===== src/rtl/flash_cmd_pkg.sv =====
// Purpose: constants shared by the serial flash command core
// Assumes: 50 MHz system clock, mode 0 or 3 link
// Notes:   opcodes, status bit positions and phase encoding
package flash_cmd_pkg;

  // ----------------------------------------
  // opcodes
  // ----------------------------------------
  localparam logic [7:0] OP_WR_ENABLE  = 8'h06;
  localparam logic [7:0] OP_WR_DISABLE = 8'h04;
  localparam logic [7:0] OP_VOL_ENABLE = 8'h50;
  localparam logic [7:0] OP_STAT_RD_A  = 8'h05;
  localparam logic [7:0] OP_STAT_RD_B  = 8'h35;
  localparam logic [7:0] OP_BUSY_PIN   = 8'h25;
  localparam logic [7:0] OP_STAT_WR    = 8'h01;
  localparam logic [7:0] OP_STAT_WR_HI = 8'h31;
  localparam logic [7:0] OP_READ       = 8'h03;
  localparam logic [7:0] OP_FAST_READ  = 8'h0b;
  localparam logic [7:0] OP_TWO_LINE   = 8'h3b;

  // ----------------------------------------
  // status layout and reset values
  // ----------------------------------------
  localparam int          BIT_WIP       = 0;
  localparam int          BIT_WEL       = 1;
  localparam int          BIT_SP_LOW    = 7;
  localparam logic [15:0] SR_WRITABLE   = 16'h7bfc;
  localparam logic [15:0] SR_RESET      = 16'h0000;

  // ----------------------------------------
  // bit counts from chip select low
  // ----------------------------------------
  localparam logic [5:0] CNT_OPC_LAST   = 6'h07;
  localparam logic [5:0] CNT_OPC_DONE   = 6'h08;
  localparam logic [5:0] CNT_ADDR_LAST  = 6'h1f;
  localparam logic [5:0] CNT_DUMMY_LAST = 6'h27;
  localparam logic [5:0] CNT_WR_ONE     = 6'h10;
  localparam logic [5:0] CNT_WR_TWO     = 6'h18;
  localparam logic [5:0] CNT_MAX        = 6'h3f;

  // ----------------------------------------
  // timing
  // ----------------------------------------
  localparam int CLK_MHZ                    = 50;
  localparam int STATUS_WRITE_CYCLE_TIME_US = 5000;
  localparam int STATUS_WRITE_CYCLES        = STATUS_WRITE_CYCLE_TIME_US * CLK_MHZ;

  typedef enum logic [2:0] {
    PH_OPC, PH_ADDR, PH_DUMMY, PH_DATA, PH_STAT, PH_BUSY, PH_STATUS_WRITE_CMD, PH_SKIP
  } phase_t;

endpackage


===== src/rtl/flash_cmd_core.sv =====
// Purpose: status and array read command handling of a serial flash
// Assumes: link pins sampled by clk, memory array answers memData
//          combinationally from memAddr in the same clock domain
// Notes:   outputs enables are active low; one line for each port
//
// Overview of operation
// Reset loads volatile status from nonvolatile bits
// Volatile enable immediately precedes status write
// Volatile enable keeps latch, arms one write
// Status reads accepted even while busy
// Status read shifts S7 down to S0
// Status byte repeats while select stays low
// Host should poll busy before new commands
// Busy pin command drives live busy bit
// Busy pin falls at completion, never rises
// Select high ends busy pin output, hi-Z
// Opcode 01 writes one or two bytes; 31 high
// Host sets write enable before status write
// Bits 15, 10, 1, 0 never written
// Status write only at 8 or 16 bits
// Valid write runs timed cycle, clears latch
// Hardware protection ignores status writes
// Read: opcode, 24 address bits, data on falls
// Address increments per byte, wraps to zero
// Select high stops read output at once
// Array reads rejected while a cycle runs
// Fast read waits one dummy byte
// Two line read: eight dummies, two bits
// Host releases line 0 before data
// Even bits on line 0, odd on 1
// Write enable opcode sets the latch
// Msb first; cut opcode is not received
// Output hi-Z when deselected or not sending
`timescale 1ns/1ps
module flash_cmd_core
  import flash_cmd_pkg::*;
#(
  parameter int WR_CYCLES = STATUS_WRITE_CYCLES
) (
  input  wire logic        clk,
  input  wire logic        nrst,
  input  wire logic        csN,
  input  wire logic        sclk,
  input  wire logic        wpN,
  input  wire logic        io0In,
  output logic             io0Out,
  output logic             io0OeN,
  output logic             io1Out,
  output logic             io1OeN,
  input  wire logic [15:0] nvStatus,
  input  wire logic        extBusy,
  output logic      [23:0] memAddr,
  input  wire logic [7:0]  memData,
  output logic      [15:0] statusVol,
  output logic             writeEnableLatch,
  output logic             writeInProgress,
  output logic             nvWrite,
  output logic      [15:0] nvWriteData
);

  localparam int TW = $clog2(WR_CYCLES + 1);

  if (WR_CYCLES < 1) begin : g_chk
    $error("WR_CYCLES must be at least one");
  end

  // ----------------------------------------
  // reset release and pin synchronisers
  // ----------------------------------------
  logic [1:0] rstSync_ff;
  logic       rstN;
  logic [3:0] pinS1_ff;
  logic [3:0] pinS2_ff;
  logic       sclkLast_ff;
  logic       csPrev_ff;

  always_ff @(posedge clk or negedge nrst) begin
    if (!nrst) begin
      rstSync_ff <= 2'h0;
    end else begin
      rstSync_ff <= {rstSync_ff[0], 1'b1};
    end
  end
  assign rstN = rstSync_ff[1];

  always_ff @(posedge clk or negedge rstN) begin
    if (!rstN) begin
      pinS1_ff    <= 4'h9;
      pinS2_ff    <= 4'h9;
      sclkLast_ff <= 1'b0;
      csPrev_ff   <= 1'b1;
    end else begin
      pinS1_ff    <= {csN, sclk, io0In, wpN};
      pinS2_ff    <= pinS1_ff;
      sclkLast_ff <= pinS2_ff[2];
      csPrev_ff   <= pinS2_ff[3];
    end
  end

  logic csHi;
  logic rise;
  logic fall;
  logic siBit;
  logic wpS;
  logic csEnd;
  assign csHi  = pinS2_ff[3];
  assign rise  = pinS2_ff[2] & ~sclkLast_ff;
  assign fall  = ~pinS2_ff[2] & sclkLast_ff;
  assign siBit = pinS2_ff[1];
  assign wpS   = pinS2_ff[0];
  assign csEnd = csHi & ~csPrev_ff;

  // ----------------------------------------
  // command state
  // ----------------------------------------
  phase_t        phase_ff,  nxt_phase;
  logic [5:0]    bitCnt_ff, nxt_bitCnt;
  logic [7:0]    shIn_ff,   nxt_shIn;
  logic [7:0]    opc_ff,    nxt_opc;
  logic [23:0]   addr_ff,   nxt_addr;
  logic [7:0]    shOut_ff,  nxt_shOut;
  logic [2:0]    pos_ff,    nxt_pos;
  logic          io0_ff,    nxt_io0;
  logic          io1_ff,    nxt_io1;
  logic          oe0N_ff,   nxt_oe0N;
  logic          oe1N_ff,   nxt_oe1N;
  logic [15:0]   wr_ff,     nxt_wr;
  logic          wel_ff,    nxt_wel;
  logic          volArm_ff, nxt_volArm;
  logic [15:0]   stat_ff,   nxt_stat;
  logic          loaded_ff, nxt_loaded;
  logic          wip_ff,    nxt_wip;
  logic [TW-1:0] timer_ff,  nxt_timer;
  logic [15:0]   pend_ff,   nxt_pend;
  logic          nvWr_ff,   nxt_nvWr;

  logic [7:0]  newByte;
  logic [7:0]  cur;
  logic [7:0]  statByte;
  logic [15:0] wrVal;
  logic [15:0] merged;
  logic        busy;
  logic        hwProt;
  logic        wrOk;
  logic        isRead;
  logic        dual;

  assign newByte  = {shIn_ff[6:0], siBit};
  assign statByte = {stat_ff[7:2], wel_ff, wip_ff};
  assign busy     = wip_ff | extBusy;
  assign hwProt   = stat_ff[BIT_SP_LOW] & ~wpS;
  assign isRead   = (newByte == OP_READ) || (newByte == OP_FAST_READ) || (newByte == OP_TWO_LINE);
  assign dual     = (opc_ff == OP_TWO_LINE);
  assign wrOk     = ((bitCnt_ff == CNT_WR_ONE) || ((bitCnt_ff == CNT_WR_TWO) && (opc_ff == OP_STAT_WR)))
                    && (volArm_ff || wel_ff) && !hwProt && !busy;
  always_comb begin
    wrVal = {stat_ff[15:8], wr_ff[7:0]};
    if (opc_ff == OP_STAT_WR_HI) begin
      wrVal = {wr_ff[7:0], stat_ff[7:0]};
    end else if (bitCnt_ff == CNT_WR_TWO) begin
      wrVal = {wr_ff[7:0], wr_ff[15:8]};
    end
  end
  assign merged = (stat_ff & ~SR_WRITABLE) | (wrVal & SR_WRITABLE);

  always_comb begin
    nxt_phase  = phase_ff;
    nxt_bitCnt = bitCnt_ff;
    nxt_shIn   = shIn_ff;
    nxt_opc    = opc_ff;
    nxt_addr   = addr_ff;
    nxt_shOut  = shOut_ff;
    nxt_pos    = pos_ff;
    nxt_io0    = io0_ff;
    nxt_io1    = io1_ff;
    nxt_oe0N   = oe0N_ff;
    nxt_oe1N   = oe1N_ff;
    nxt_wr     = wr_ff;
    nxt_wel    = wel_ff;
    nxt_volArm = volArm_ff;
    nxt_stat   = stat_ff;
    nxt_loaded = 1'b1;
    nxt_wip    = wip_ff;
    nxt_timer  = timer_ff;
    nxt_pend   = pend_ff;
    nxt_nvWr   = 1'b0;
    cur        = (pos_ff == 3'h0) ? memData : shOut_ff;
    if (!loaded_ff) begin
      nxt_stat = nvStatus;
    end
    if (wip_ff) begin
      if (timer_ff == TW'(1)) begin
        nxt_wip  = 1'b0;
        nxt_wel  = 1'b0;
        nxt_stat = pend_ff;
        nxt_nvWr = 1'b1;
      end else begin
        nxt_timer = timer_ff - TW'(1);
      end
    end
    if (csHi) begin
      nxt_phase  = PH_OPC;
      nxt_bitCnt = 6'h00;
      nxt_pos    = 3'h0;
      nxt_oe0N   = 1'b1;
      nxt_oe1N   = 1'b1;
      if (csEnd && (phase_ff == PH_OPC) && (bitCnt_ff == CNT_OPC_DONE)) begin
        if (opc_ff == OP_WR_ENABLE) begin
          nxt_wel = 1'b1;
        end else if (opc_ff == OP_WR_DISABLE) begin
          nxt_wel = 1'b0;
        end else if (opc_ff == OP_VOL_ENABLE) begin
          nxt_volArm = 1'b1;
        end
      end
      if (csEnd && (phase_ff == PH_STATUS_WRITE_CMD)) begin
        nxt_volArm = 1'b0;
        if (wrOk && volArm_ff) begin
          nxt_stat = merged;
        end else if (wrOk) begin
          nxt_wip   = 1'b1;
          nxt_timer = TW'(WR_CYCLES);
          nxt_pend  = merged;
        end
      end
    end else begin
      if (rise) begin
        nxt_bitCnt = (bitCnt_ff == CNT_MAX) ? CNT_MAX : bitCnt_ff + 6'h01;
        nxt_shIn   = newByte;
      end
      unique case (phase_ff)
        PH_OPC: begin
          if (rise && (bitCnt_ff == CNT_OPC_LAST)) begin
            nxt_opc = newByte;
            if ((newByte != OP_STAT_WR) && (newByte != OP_STAT_WR_HI)) begin
              nxt_volArm = 1'b0;
            end
            if ((newByte == OP_STAT_RD_A) || (newByte == OP_STAT_RD_B)) begin
              nxt_phase = PH_STAT;
            end else if (newByte == OP_BUSY_PIN) begin
              nxt_phase = PH_BUSY;
              nxt_io1   = wip_ff;
              nxt_oe1N  = 1'b0;
            end else if ((newByte == OP_STAT_WR) || (newByte == OP_STAT_WR_HI)) begin
              nxt_phase = PH_STATUS_WRITE_CMD;
            end else if (isRead) begin
              nxt_phase = busy ? PH_SKIP : PH_ADDR;
            end else if ((newByte != OP_WR_ENABLE) && (newByte != OP_WR_DISABLE)
                         && (newByte != OP_VOL_ENABLE)) begin
              nxt_phase = PH_SKIP;
            end
          end
        end
        PH_ADDR: begin
          if (rise) begin
            nxt_addr = {addr_ff[22:0], siBit};
            if (bitCnt_ff == CNT_ADDR_LAST) begin
              nxt_phase = (opc_ff == OP_READ) ? PH_DATA : PH_DUMMY;
            end
          end
        end
        PH_DUMMY: begin
          if (rise && (bitCnt_ff == CNT_DUMMY_LAST)) begin
            nxt_phase = PH_DATA;
          end
        end
        PH_DATA: begin
          if (fall) begin
            nxt_io1  = cur[7];
            nxt_oe1N = 1'b0;
            if (dual) begin
              nxt_io0   = cur[6];
              nxt_oe0N  = 1'b0;
              nxt_shOut = {cur[5:0], 2'h0};
            end else begin
              nxt_shOut = {cur[6:0], 1'b0};
            end
            if ((dual && (pos_ff == 3'h3)) || (pos_ff == 3'h7)) begin
              nxt_pos  = 3'h0;
              nxt_addr = addr_ff + 24'h000001;
            end else begin
              nxt_pos = pos_ff + 3'h1;
            end
          end
        end
        PH_STAT: begin
          if (fall) begin
            if (pos_ff == 3'h0) begin
              nxt_io1   = statByte[7];
              nxt_shOut = {statByte[6:0], 1'b0};
            end else begin
              nxt_io1   = shOut_ff[7];
              nxt_shOut = {shOut_ff[6:0], 1'b0};
            end
            nxt_oe1N = 1'b0;
            nxt_pos  = pos_ff + 3'h1;
          end
        end
        PH_BUSY: begin
          nxt_io1 = wip_ff;
        end
        PH_STATUS_WRITE_CMD: begin
          if (rise) begin
            nxt_wr = {wr_ff[14:0], siBit};
          end
        end
        PH_SKIP: begin
        end
      endcase
    end
  end

  always_ff @(posedge clk or negedge rstN) begin
    if (!rstN) begin
      phase_ff  <= PH_OPC;
      bitCnt_ff <= 6'h00;
      shIn_ff   <= 8'h00;
      opc_ff    <= 8'h00;
      addr_ff   <= 24'h000000;
      shOut_ff  <= 8'h00;
      pos_ff    <= 3'h0;
      io0_ff    <= 1'b0;
      io1_ff    <= 1'b0;
      oe0N_ff   <= 1'b1;
      oe1N_ff   <= 1'b1;
      wr_ff     <= 16'h0000;
      wel_ff    <= 1'b0;
      volArm_ff <= 1'b0;
      stat_ff   <= SR_RESET;
      loaded_ff <= 1'b0;
      wip_ff    <= 1'b0;
      timer_ff  <= '0;
      pend_ff   <= SR_RESET;
      nvWr_ff   <= 1'b0;
    end else begin
      phase_ff  <= nxt_phase;
      bitCnt_ff <= nxt_bitCnt;
      shIn_ff   <= nxt_shIn;
      opc_ff    <= nxt_opc;
      addr_ff   <= nxt_addr;
      shOut_ff  <= nxt_shOut;
      pos_ff    <= nxt_pos;
      io0_ff    <= nxt_io0;
      io1_ff    <= nxt_io1;
      oe0N_ff   <= nxt_oe0N;
      oe1N_ff   <= nxt_oe1N;
      wr_ff     <= nxt_wr;
      wel_ff    <= nxt_wel;
      volArm_ff <= nxt_volArm;
      stat_ff   <= nxt_stat;
      loaded_ff <= nxt_loaded;
      wip_ff    <= nxt_wip;
      timer_ff  <= nxt_timer;
      pend_ff   <= nxt_pend;
      nvWr_ff   <= nxt_nvWr;
    end
  end

  assign io0Out           = io0_ff;
  assign io0OeN           = oe0N_ff;
  assign io1Out           = io1_ff;
  assign io1OeN           = oe1N_ff;
  assign memAddr          = addr_ff;
  assign statusVol        = stat_ff;
  assign writeEnableLatch = wel_ff;
  assign writeInProgress  = wip_ff;
  assign nvWrite          = nvWr_ff;
  assign nvWriteData      = stat_ff;
endmodule


===== config.mk =====
export PLATFORM = sky130hd
export DESIGN_NAME = flash_cmd_core
export DESIGN_NICKNAME = d
export VERILOG_FILES = /design/src/rtl/flash_cmd_pkg.sv /design/src/rtl/flash_cmd_core.sv
export SDC_FILE = /design/constraint.sdc
export NUM_CORES = 1
export LEC_CHECK = 0
export BUFFER_PORTS_ARGS = -buffer_cell sky130_fd_sc_hd__buf_2
export CORE_UTILIZATION = 55
export DETAILED_ROUTE_END_ITERATION = 16
export PLACE_DENSITY = 0.8
export SYNTH_ARGS = -nofsm -noshare
export SYNTH_HDL_FRONTEND = slang
export SYNTH_SLANG_ARGS = --single-unit

===== constraint.sdc =====
create_clock -name clk -period 5.8 [get_ports clk]
set_clock_uncertainty 0.15 [all_clocks]
set_input_delay 1.45 -clock clk [delete_from_list [all_inputs] [get_ports clk]]
set_output_delay 1.45 -clock clk [all_outputs]
set_load 0.03 [all_outputs]

## After elaboration in Yosys (flattened, before gate mapping)

Index checks and enable logic that the tools add are counted.

| operators by class | value |
|---|---|
| reduce and logical (&&, ||, !) cells | 52 |
| mux-type cells | 85 |
| bitwise logic cells | 12 |
| add/subtract/negate cells | 4 |
| eq/ne operators | 57 |

Operators by type and width:

| cell | number |
|---|---|
| $mux 18 | 6 |
| $mux 16 | 6 |
| $mux 24 | 3 |
| $eq 8x6->1 const B | 6 |
| $pmux 24 s2 | 1 |
| $mux 3 | 15 |
| $mux 8 | 5 |
| $mux 1 | 39 |
| $mux 15 | 2 |
| $add 24x1->24 const B | 1 |
| $eq 8x3->1 const B | 3 |
| $eq 18x1->1 const B | 1 |
| $eq 6x5->1 const B | 3 |
| $mux 6 | 3 |
| $ne 3x3->1 const B | 6 |
| $reduce_bool 2->1 | 9 |
| $sub 18x1->18 const B | 1 |
| $eq 8x1->1 const B | 2 |
| $eq 8x2->1 const B | 2 |
| $ne 8x3->1 const B | 2 |
| $or 16x15->16 | 1 |
| $pmux 8 s2 | 1 |
| $logic_and 1x1->1 | 14 |
| $reduce_and 7->1 | 2 |
| 36 further kinds | 76 |

| storage, ports and cells | value |
|---|---|
| register bits | 146 |
| logic and storage cells | 235 |
| output and inout bits | 63 |

## Depth between registers and ports, before layout

| logic depth | value |
|---|---|
| depth after elaboration | 11 |
| mapped depth | 9 |

## Least setup slack after synthesis

OpenSTA, ideal clock, no wires.

| timing | value |
|---|---|
| kind | input -> register |
| from | input extBusy |
| to | register stat_ff[15] (netlist: nvWriteData[15]) |
| data arrival time | 2739 ps |
| buffers on the path | 1 |
| cell stages on the path | 6 |
| slack | 2792 ps |
| cell sequence | nor2_1 -> nand4b_1 -> or4b_1 -> buf_4 -> a21boi_4 -> o2bb2a_4 |

| between the ends | value |
|---|---|
| cells in the longest elaborated chain, start to end | 7 |

RTL lines:

| item | RTL line | RTL |
|---|---|---|
| start: declaration | flash_cmd_core.sv:51 | `input wire logic extBusy,` |
| $or 1x1->1 | flash_cmd_core.sv:150 | `assign busy = wip_ff \| extBusy;` |
| $logic_not 1->1 | flash_cmd_core.sv:155 | `&& (volArm_ff \|\| wel_ff) && !hwProt && !busy;` |
| $logic_and 1x1->1 | flash_cmd_core.sv:155 |  |
| $logic_and 1x1->1 | flash_cmd_core.sv:218 | `if (wrOk && volArm_ff) begin` |
| $mux 16 | flash_cmd_core.sv:218 |  |
| $mux 16 | flash_cmd_core.sv:216 | `if (csEnd && (phase_ff == PH_STATUS_WRITE_CMD)) begin` |
| $mux 16 | flash_cmd_core.sv:201 | `if (csHi) begin` |
| end signal: assignment | flash_cmd_core.sv:350 | `stat_ff <= nxt_stat;` |
| end: declaration | flash_cmd_core.sv:130 | `logic [15:0] stat_ff, nxt_stat;` |

Every way passes these cells.
A chain may end at the register's enable or synchronous reset.

## Worst setup path in the final report

| timing | value |
|---|---|
| from | register phase_ff[2] |
| to | register addr_ff[4] (netlist: memAddr[4]) |

| between the ends | value |
|---|---|
| cells in the longest elaborated chain, start to end | 3 |
| elaborated cells between the ends (all ways) | 8 |

RTL lines:

| item | RTL line | RTL |
|---|---|---|
| start: declaration | flash_cmd_core.sv:116 | `phase_t phase_ff, nxt_phase;` |
| start signal: assignment | flash_cmd_core.sv:336 | `phase_ff <= nxt_phase;` |
| $eq 3x2->1 or $eq 3x1->1 (tied branches) | flash_cmd_core.sv:231 | `unique case (phase_ff)` |
| $ne 2x2->1 (no source line) or $reduce_bool 2->1 (tied branches) | - |  |
| $reduce_and 5->1 (no source line) | - |  |
| end signal: assignment | flash_cmd_core.sv:340 | `addr_ff <= nxt_addr;` |
| end: declaration | flash_cmd_core.sv:120 | `logic [23:0] addr_ff, nxt_addr;` |

Parallel ways exist; a longest one is shown, timed or not.

==> flow_summary_export.csv <==
group,metric,value,unit
timing,fin_crit,3.30,ns
synthesis,synth_xor_area_frac,0.0121,
routing,first_iter_violations,599,
synthesis,yosysTopAreaCellShare,0.433,
timing,finalHoldViolCount,0,
power,comb_power_share,0.079,
cts,post_cts_resize_count,0,
synthesis,netlist_instances,774,
worst_setup_path,crit_fanout,24,
cts,cts-root-buf,"clkbuf_16",
synthesis,ys_async_sr_fraction,1.00,
die,initial_core_util,0.570,
timing,max_slew_margin,0.199,
status,status,"finished, final reports clean",
power,ir_drop,0.237,mV
die,rows,43,
timing,rsz0062_at_grt,"false",
place,numPortBuffers,93,
timing,maxClockFrequency,303,MHz
worst_setup_path,critPathCaptureType,"flop",
layout,layout-drive-gt1-share,0.257,
worst_setup_path,path_buf_inv,0,
flow_run,drv_cap,0,
synthesis,synth-main-ff-cell,"dfrtp_1",
cts,post_cts_buffers,0,
layout,fillerInstances,1093,
worst_setup_path,slowest_stage,"nand3b_1",
worst_setup_path,crit_type,"reg -> reg",
synthesis,synthSimpleGateAreaFrac,0.182,
routing,routedWlPerCell,17.2,µm
die,io_pins,94,
grt,grt_antenna_before_repair,0,
layout,final_nets,865,
place,dpl.hpwl,11600,µm
power,intPower,2.01,mW
timing,setup_tns,0,ns
place,place_congestion,0.907,
routing,vias_per_cell,6.09,
layout,antenna_cells,0,
timing,finalMaxSlewViolations,0,
routing,drc_errors,0,
cts,clock-sinks,145,
worst_setup_path,rr_startpoint,"phase_ff[2]$_DFFE_PN0P_",
cts,cts_hold_buf,0,
cts,cts_htree_levels,4,
synthesis,synth.area.mux_share,0.136,
cts,cts_tree,"built",
synthesis,netlist_area,0.00797,mm²
routing,first_pass_iters,5,
worst_setup_path,crit_required,5.99,ns
layout,syn_to_final_growth,13.3,%
cts,clk-insertion-delay-late,0.43,ns
power,p_switching,626,µW
worst_setup_path,crit_path_max_incr_delay,0.82,ns
power,p_total,2.64,mW
power,leakage,4.20,nW
synthesis,syn_avg_cell_area,10.3,µm²
worst_setup_path,r2r_end,"memAddr[4]$_DFFE_PN0P_",
power,swShare,0.237,
die,die_y,122,µm
power,power_density,293,mW/mm²
die,dieArea,0.0150,mm²
cts,clk_pin_slew_worst_paths,0.06,ns
synthesis,synthAdderAreaFrac,0.0141,
synthesis,synth_top_family_by_area,"simple AND/OR/NAND/NOR gates",
grt,grt_pass1_vias,5769,
die,core_area,0.0140,mm²
synthesis,synth_compound_area_frac,0.143,
power,power_frac_clock,0.495,
timing,min_period_over_period,0.570,
worst_setup_path,arrival,3.49,ns
cts,cts_buffer_depth,2,
cts,numCtsBuffers,17,
grt,grt_pass1_wl,28600,µm
worst_setup_path,path_cells,"nand3b_1 -> a21oi_1 -> a2111o_1 -> nor2_1 -> a311oi_1",
timing,setup_viol,0,
die,fp.dieW,122,µm
timing,tightestPinTransition,1.19,ns
routing,vias,6198,
synthesis,ys_top_cells_by_area,"dfrtp_1 43%, mux2i_1 6.8%, mux2_2 6.8%",
worst_setup_path,rrSetupSlack,2.50,ns
grt,overflow,0,
routing,ant_nets,0,
grt,grt_max_degree,67,
synthesis,synth_area_leader_cell,"dfrtp_1",
routing,wirelength,17500,µm
synthesis,ys_seq_area_frac,0.456,
synthesis,ys_seq_elements,145,
worst_setup_path,start_kind,"flop",
synthesis,ys_types,85,
synthesis,ys_warn_count,0,
synthesis,synth_edf_count,0,
grt,grtUsageTotal,0.246,
worst_setup_path,r2r_cells,5,
worst_setup_path,crit_family,"compound AO/OA/AOI/OAI gates",
power,p_seq_frac,0.426,
worst_hold_path,hold_class,"reg -> async",
-- cell usage in the layout (no fill, tap or decap), types with 9 or more instances in the layout --
master / count
clkbuf_16: 17
buf_2: 93
nand2_1: 76
mux2_2: 48
o21ai_0: 41
ha_1: 9
dfrtp_1: 137
nor3_1: 22
nor2_1: 42
mux2i_1: 54
inv_1: 17
a21oi_1: 42
nand3_1: 10
nand4_1: 14
-- worst reg2reg max path: stages (launching register included) --
cell and delay, ns:
dfrtp_1 0.55, nand3b_1 0.82, a21oi_1 0.54, a2111o_1 0.61, nor2_1 0.23, a311oi_1 0.31
-- metrics by stage --
stage	worst slack (ns)	cell area [µm²]	util	std cells	hold slack [ns]
2_1_floorplan	1.32	7970	-	775	0.181
3_3_place_gp	2.18	8320	0.595	986	0.143
3_5_place_dp	2.14	8320	0.595	986	0.145
4_1_cts	2.50	9030	0.645	1018	0.152
5_1_grt	2.17	9030	0.645	1018	0.179
6_report	2.50	9030	0.645	1018	0.131
-- cell families after synthesis --
| group | Yosys count |
|---|---|
| and+or+nand+nor | 256 |
| AOI/OAI and AO/OA | 167 |
| DFF | 145 |
| muxes | 102 |
| buffers and inverters | 83 |
| xor gates and xnor gates | 11 |
| adders and majority gates | 9 |
| other | 1 |
-- synthesized netlist by cell type, drive strengths merged, types with 3 or more instances --
| cell | number |
|---|---|
| dfrtp | 138 |
| ha | 9 |
| o31ai | 5 |
| clkbuf | 28 |
| or3 | 3 |
| o21a | 4 |
| a21o | 6 |
| nor2b | 6 |
| o211ai | 3 |
| a22oi | 5 |
| nor4b | 3 |
| a22o | 5 |
| o2bb2ai | 3 |
| o21ai | 44 |
| a311oi | 6 |
| nor2 | 44 |
| buf | 38 |
| or4 | 4 |
| and3 | 8 |
| inv | 17 |
| dfstp | 7 |
| nand2 | 76 |
| a31oi | 6 |
| and2 | 7 |
| nor3b | 6 |
| nand4 | 14 |
| nor4 | 12 |
| nand4b | 6 |
| a2bb2oi | 3 |
| or2 | 5 |
| xor2 | 6 |
| nand3 | 11 |
| mux2 | 48 |
| o22ai | 6 |
| mux2i | 54 |
| nand3b | 4 |
| a211oi | 8 |
| nand2b | 8 |
| xnor2 | 5 |
| and4 | 5 |
| nor3 | 24 |
| a21oi | 42 |
-- flip-flops by register name, indices dropped and copies added (netlist names), 6 cells and up --
signal       flops
bitCnt_ff        6
shIn_ff          7
opc_ff           8
shOut_ff         7
wr_ff           16
memAddr         24
pend_ff         16
nvWriteData     16
timer_ff        18
-- power groups by stage --
stage	clock (mW)	combinational, mW	sequential, mW
4_1_cts	1.32	0.211	1.12
2_1_floorplan	0	0.150	1.14
3_5_place_dp	0	0.209	1.14
3_3_place_gp	0	0.203	1.14
5_1_grt	1.37	0.227	1.13
6_report	1.31	0.209	1.12
-- worst max path at each step --
| stage | start | end | slack [ns] | depth (start not counted) |
|---|---|---|---|---|
| finish | phase_ff[2]$_DFFE_PN0P_ | memAddr[4]$_DFFE_PN0P_ | 2.50 | 5 |
| detailed placement | extBusy | nvWriteData[1]$_DFFE_PN0P_ | 2.14 | 6 |
| global placement | extBusy | nvWriteData[15]$_DFFE_PN0P_ | 2.18 | 6 |
| global route | phase_ff[2]$_DFFE_PN0P_ | memAddr[4]$_DFFE_PN0P_ | 2.17 | 5 |
| floorplan | rstSync_ff[1]$_DFF_PN0_ | bitCnt_ff[0]$_DFFE_PN0P_ | 1.32 | 0 |
| CTS | phase_ff[2]$_DFFE_PN0P_ | memAddr[4]$_DFFE_PN0P_ | 2.50 | 5 |
-- area by class of cell --
class                      count  area, µm²  share of cell area
inverter                      17       63.8             0.00707
multi-input combinational    547       3890               0.431
sequential                   145       3640               0.403
timing repair buffer          97        495              0.0549
clock inverter                13        255              0.0283
clock buffer                  19        453              0.0502
tap                          180        225              0.0249
-- per-layer routing --
| layer | vias to the layer above | routed length, µm | share of wire | track usage |
|---|---|---|---|---|
| met3 | 30 | 926 | 0.053 | 0.0702 |
| met4 | 0 | 300 | 0.017 | 0.0785 |
| li1 | 2918 | - | - | - |
| met1 | 3076 | 7850 | 0.45 | 0.330 |
| met5 | - | 0 | 0 | 0 |
| met2 | 174 | 8390 | 0.48 | 0.386 |
Power figures use the tool's default switching activity.
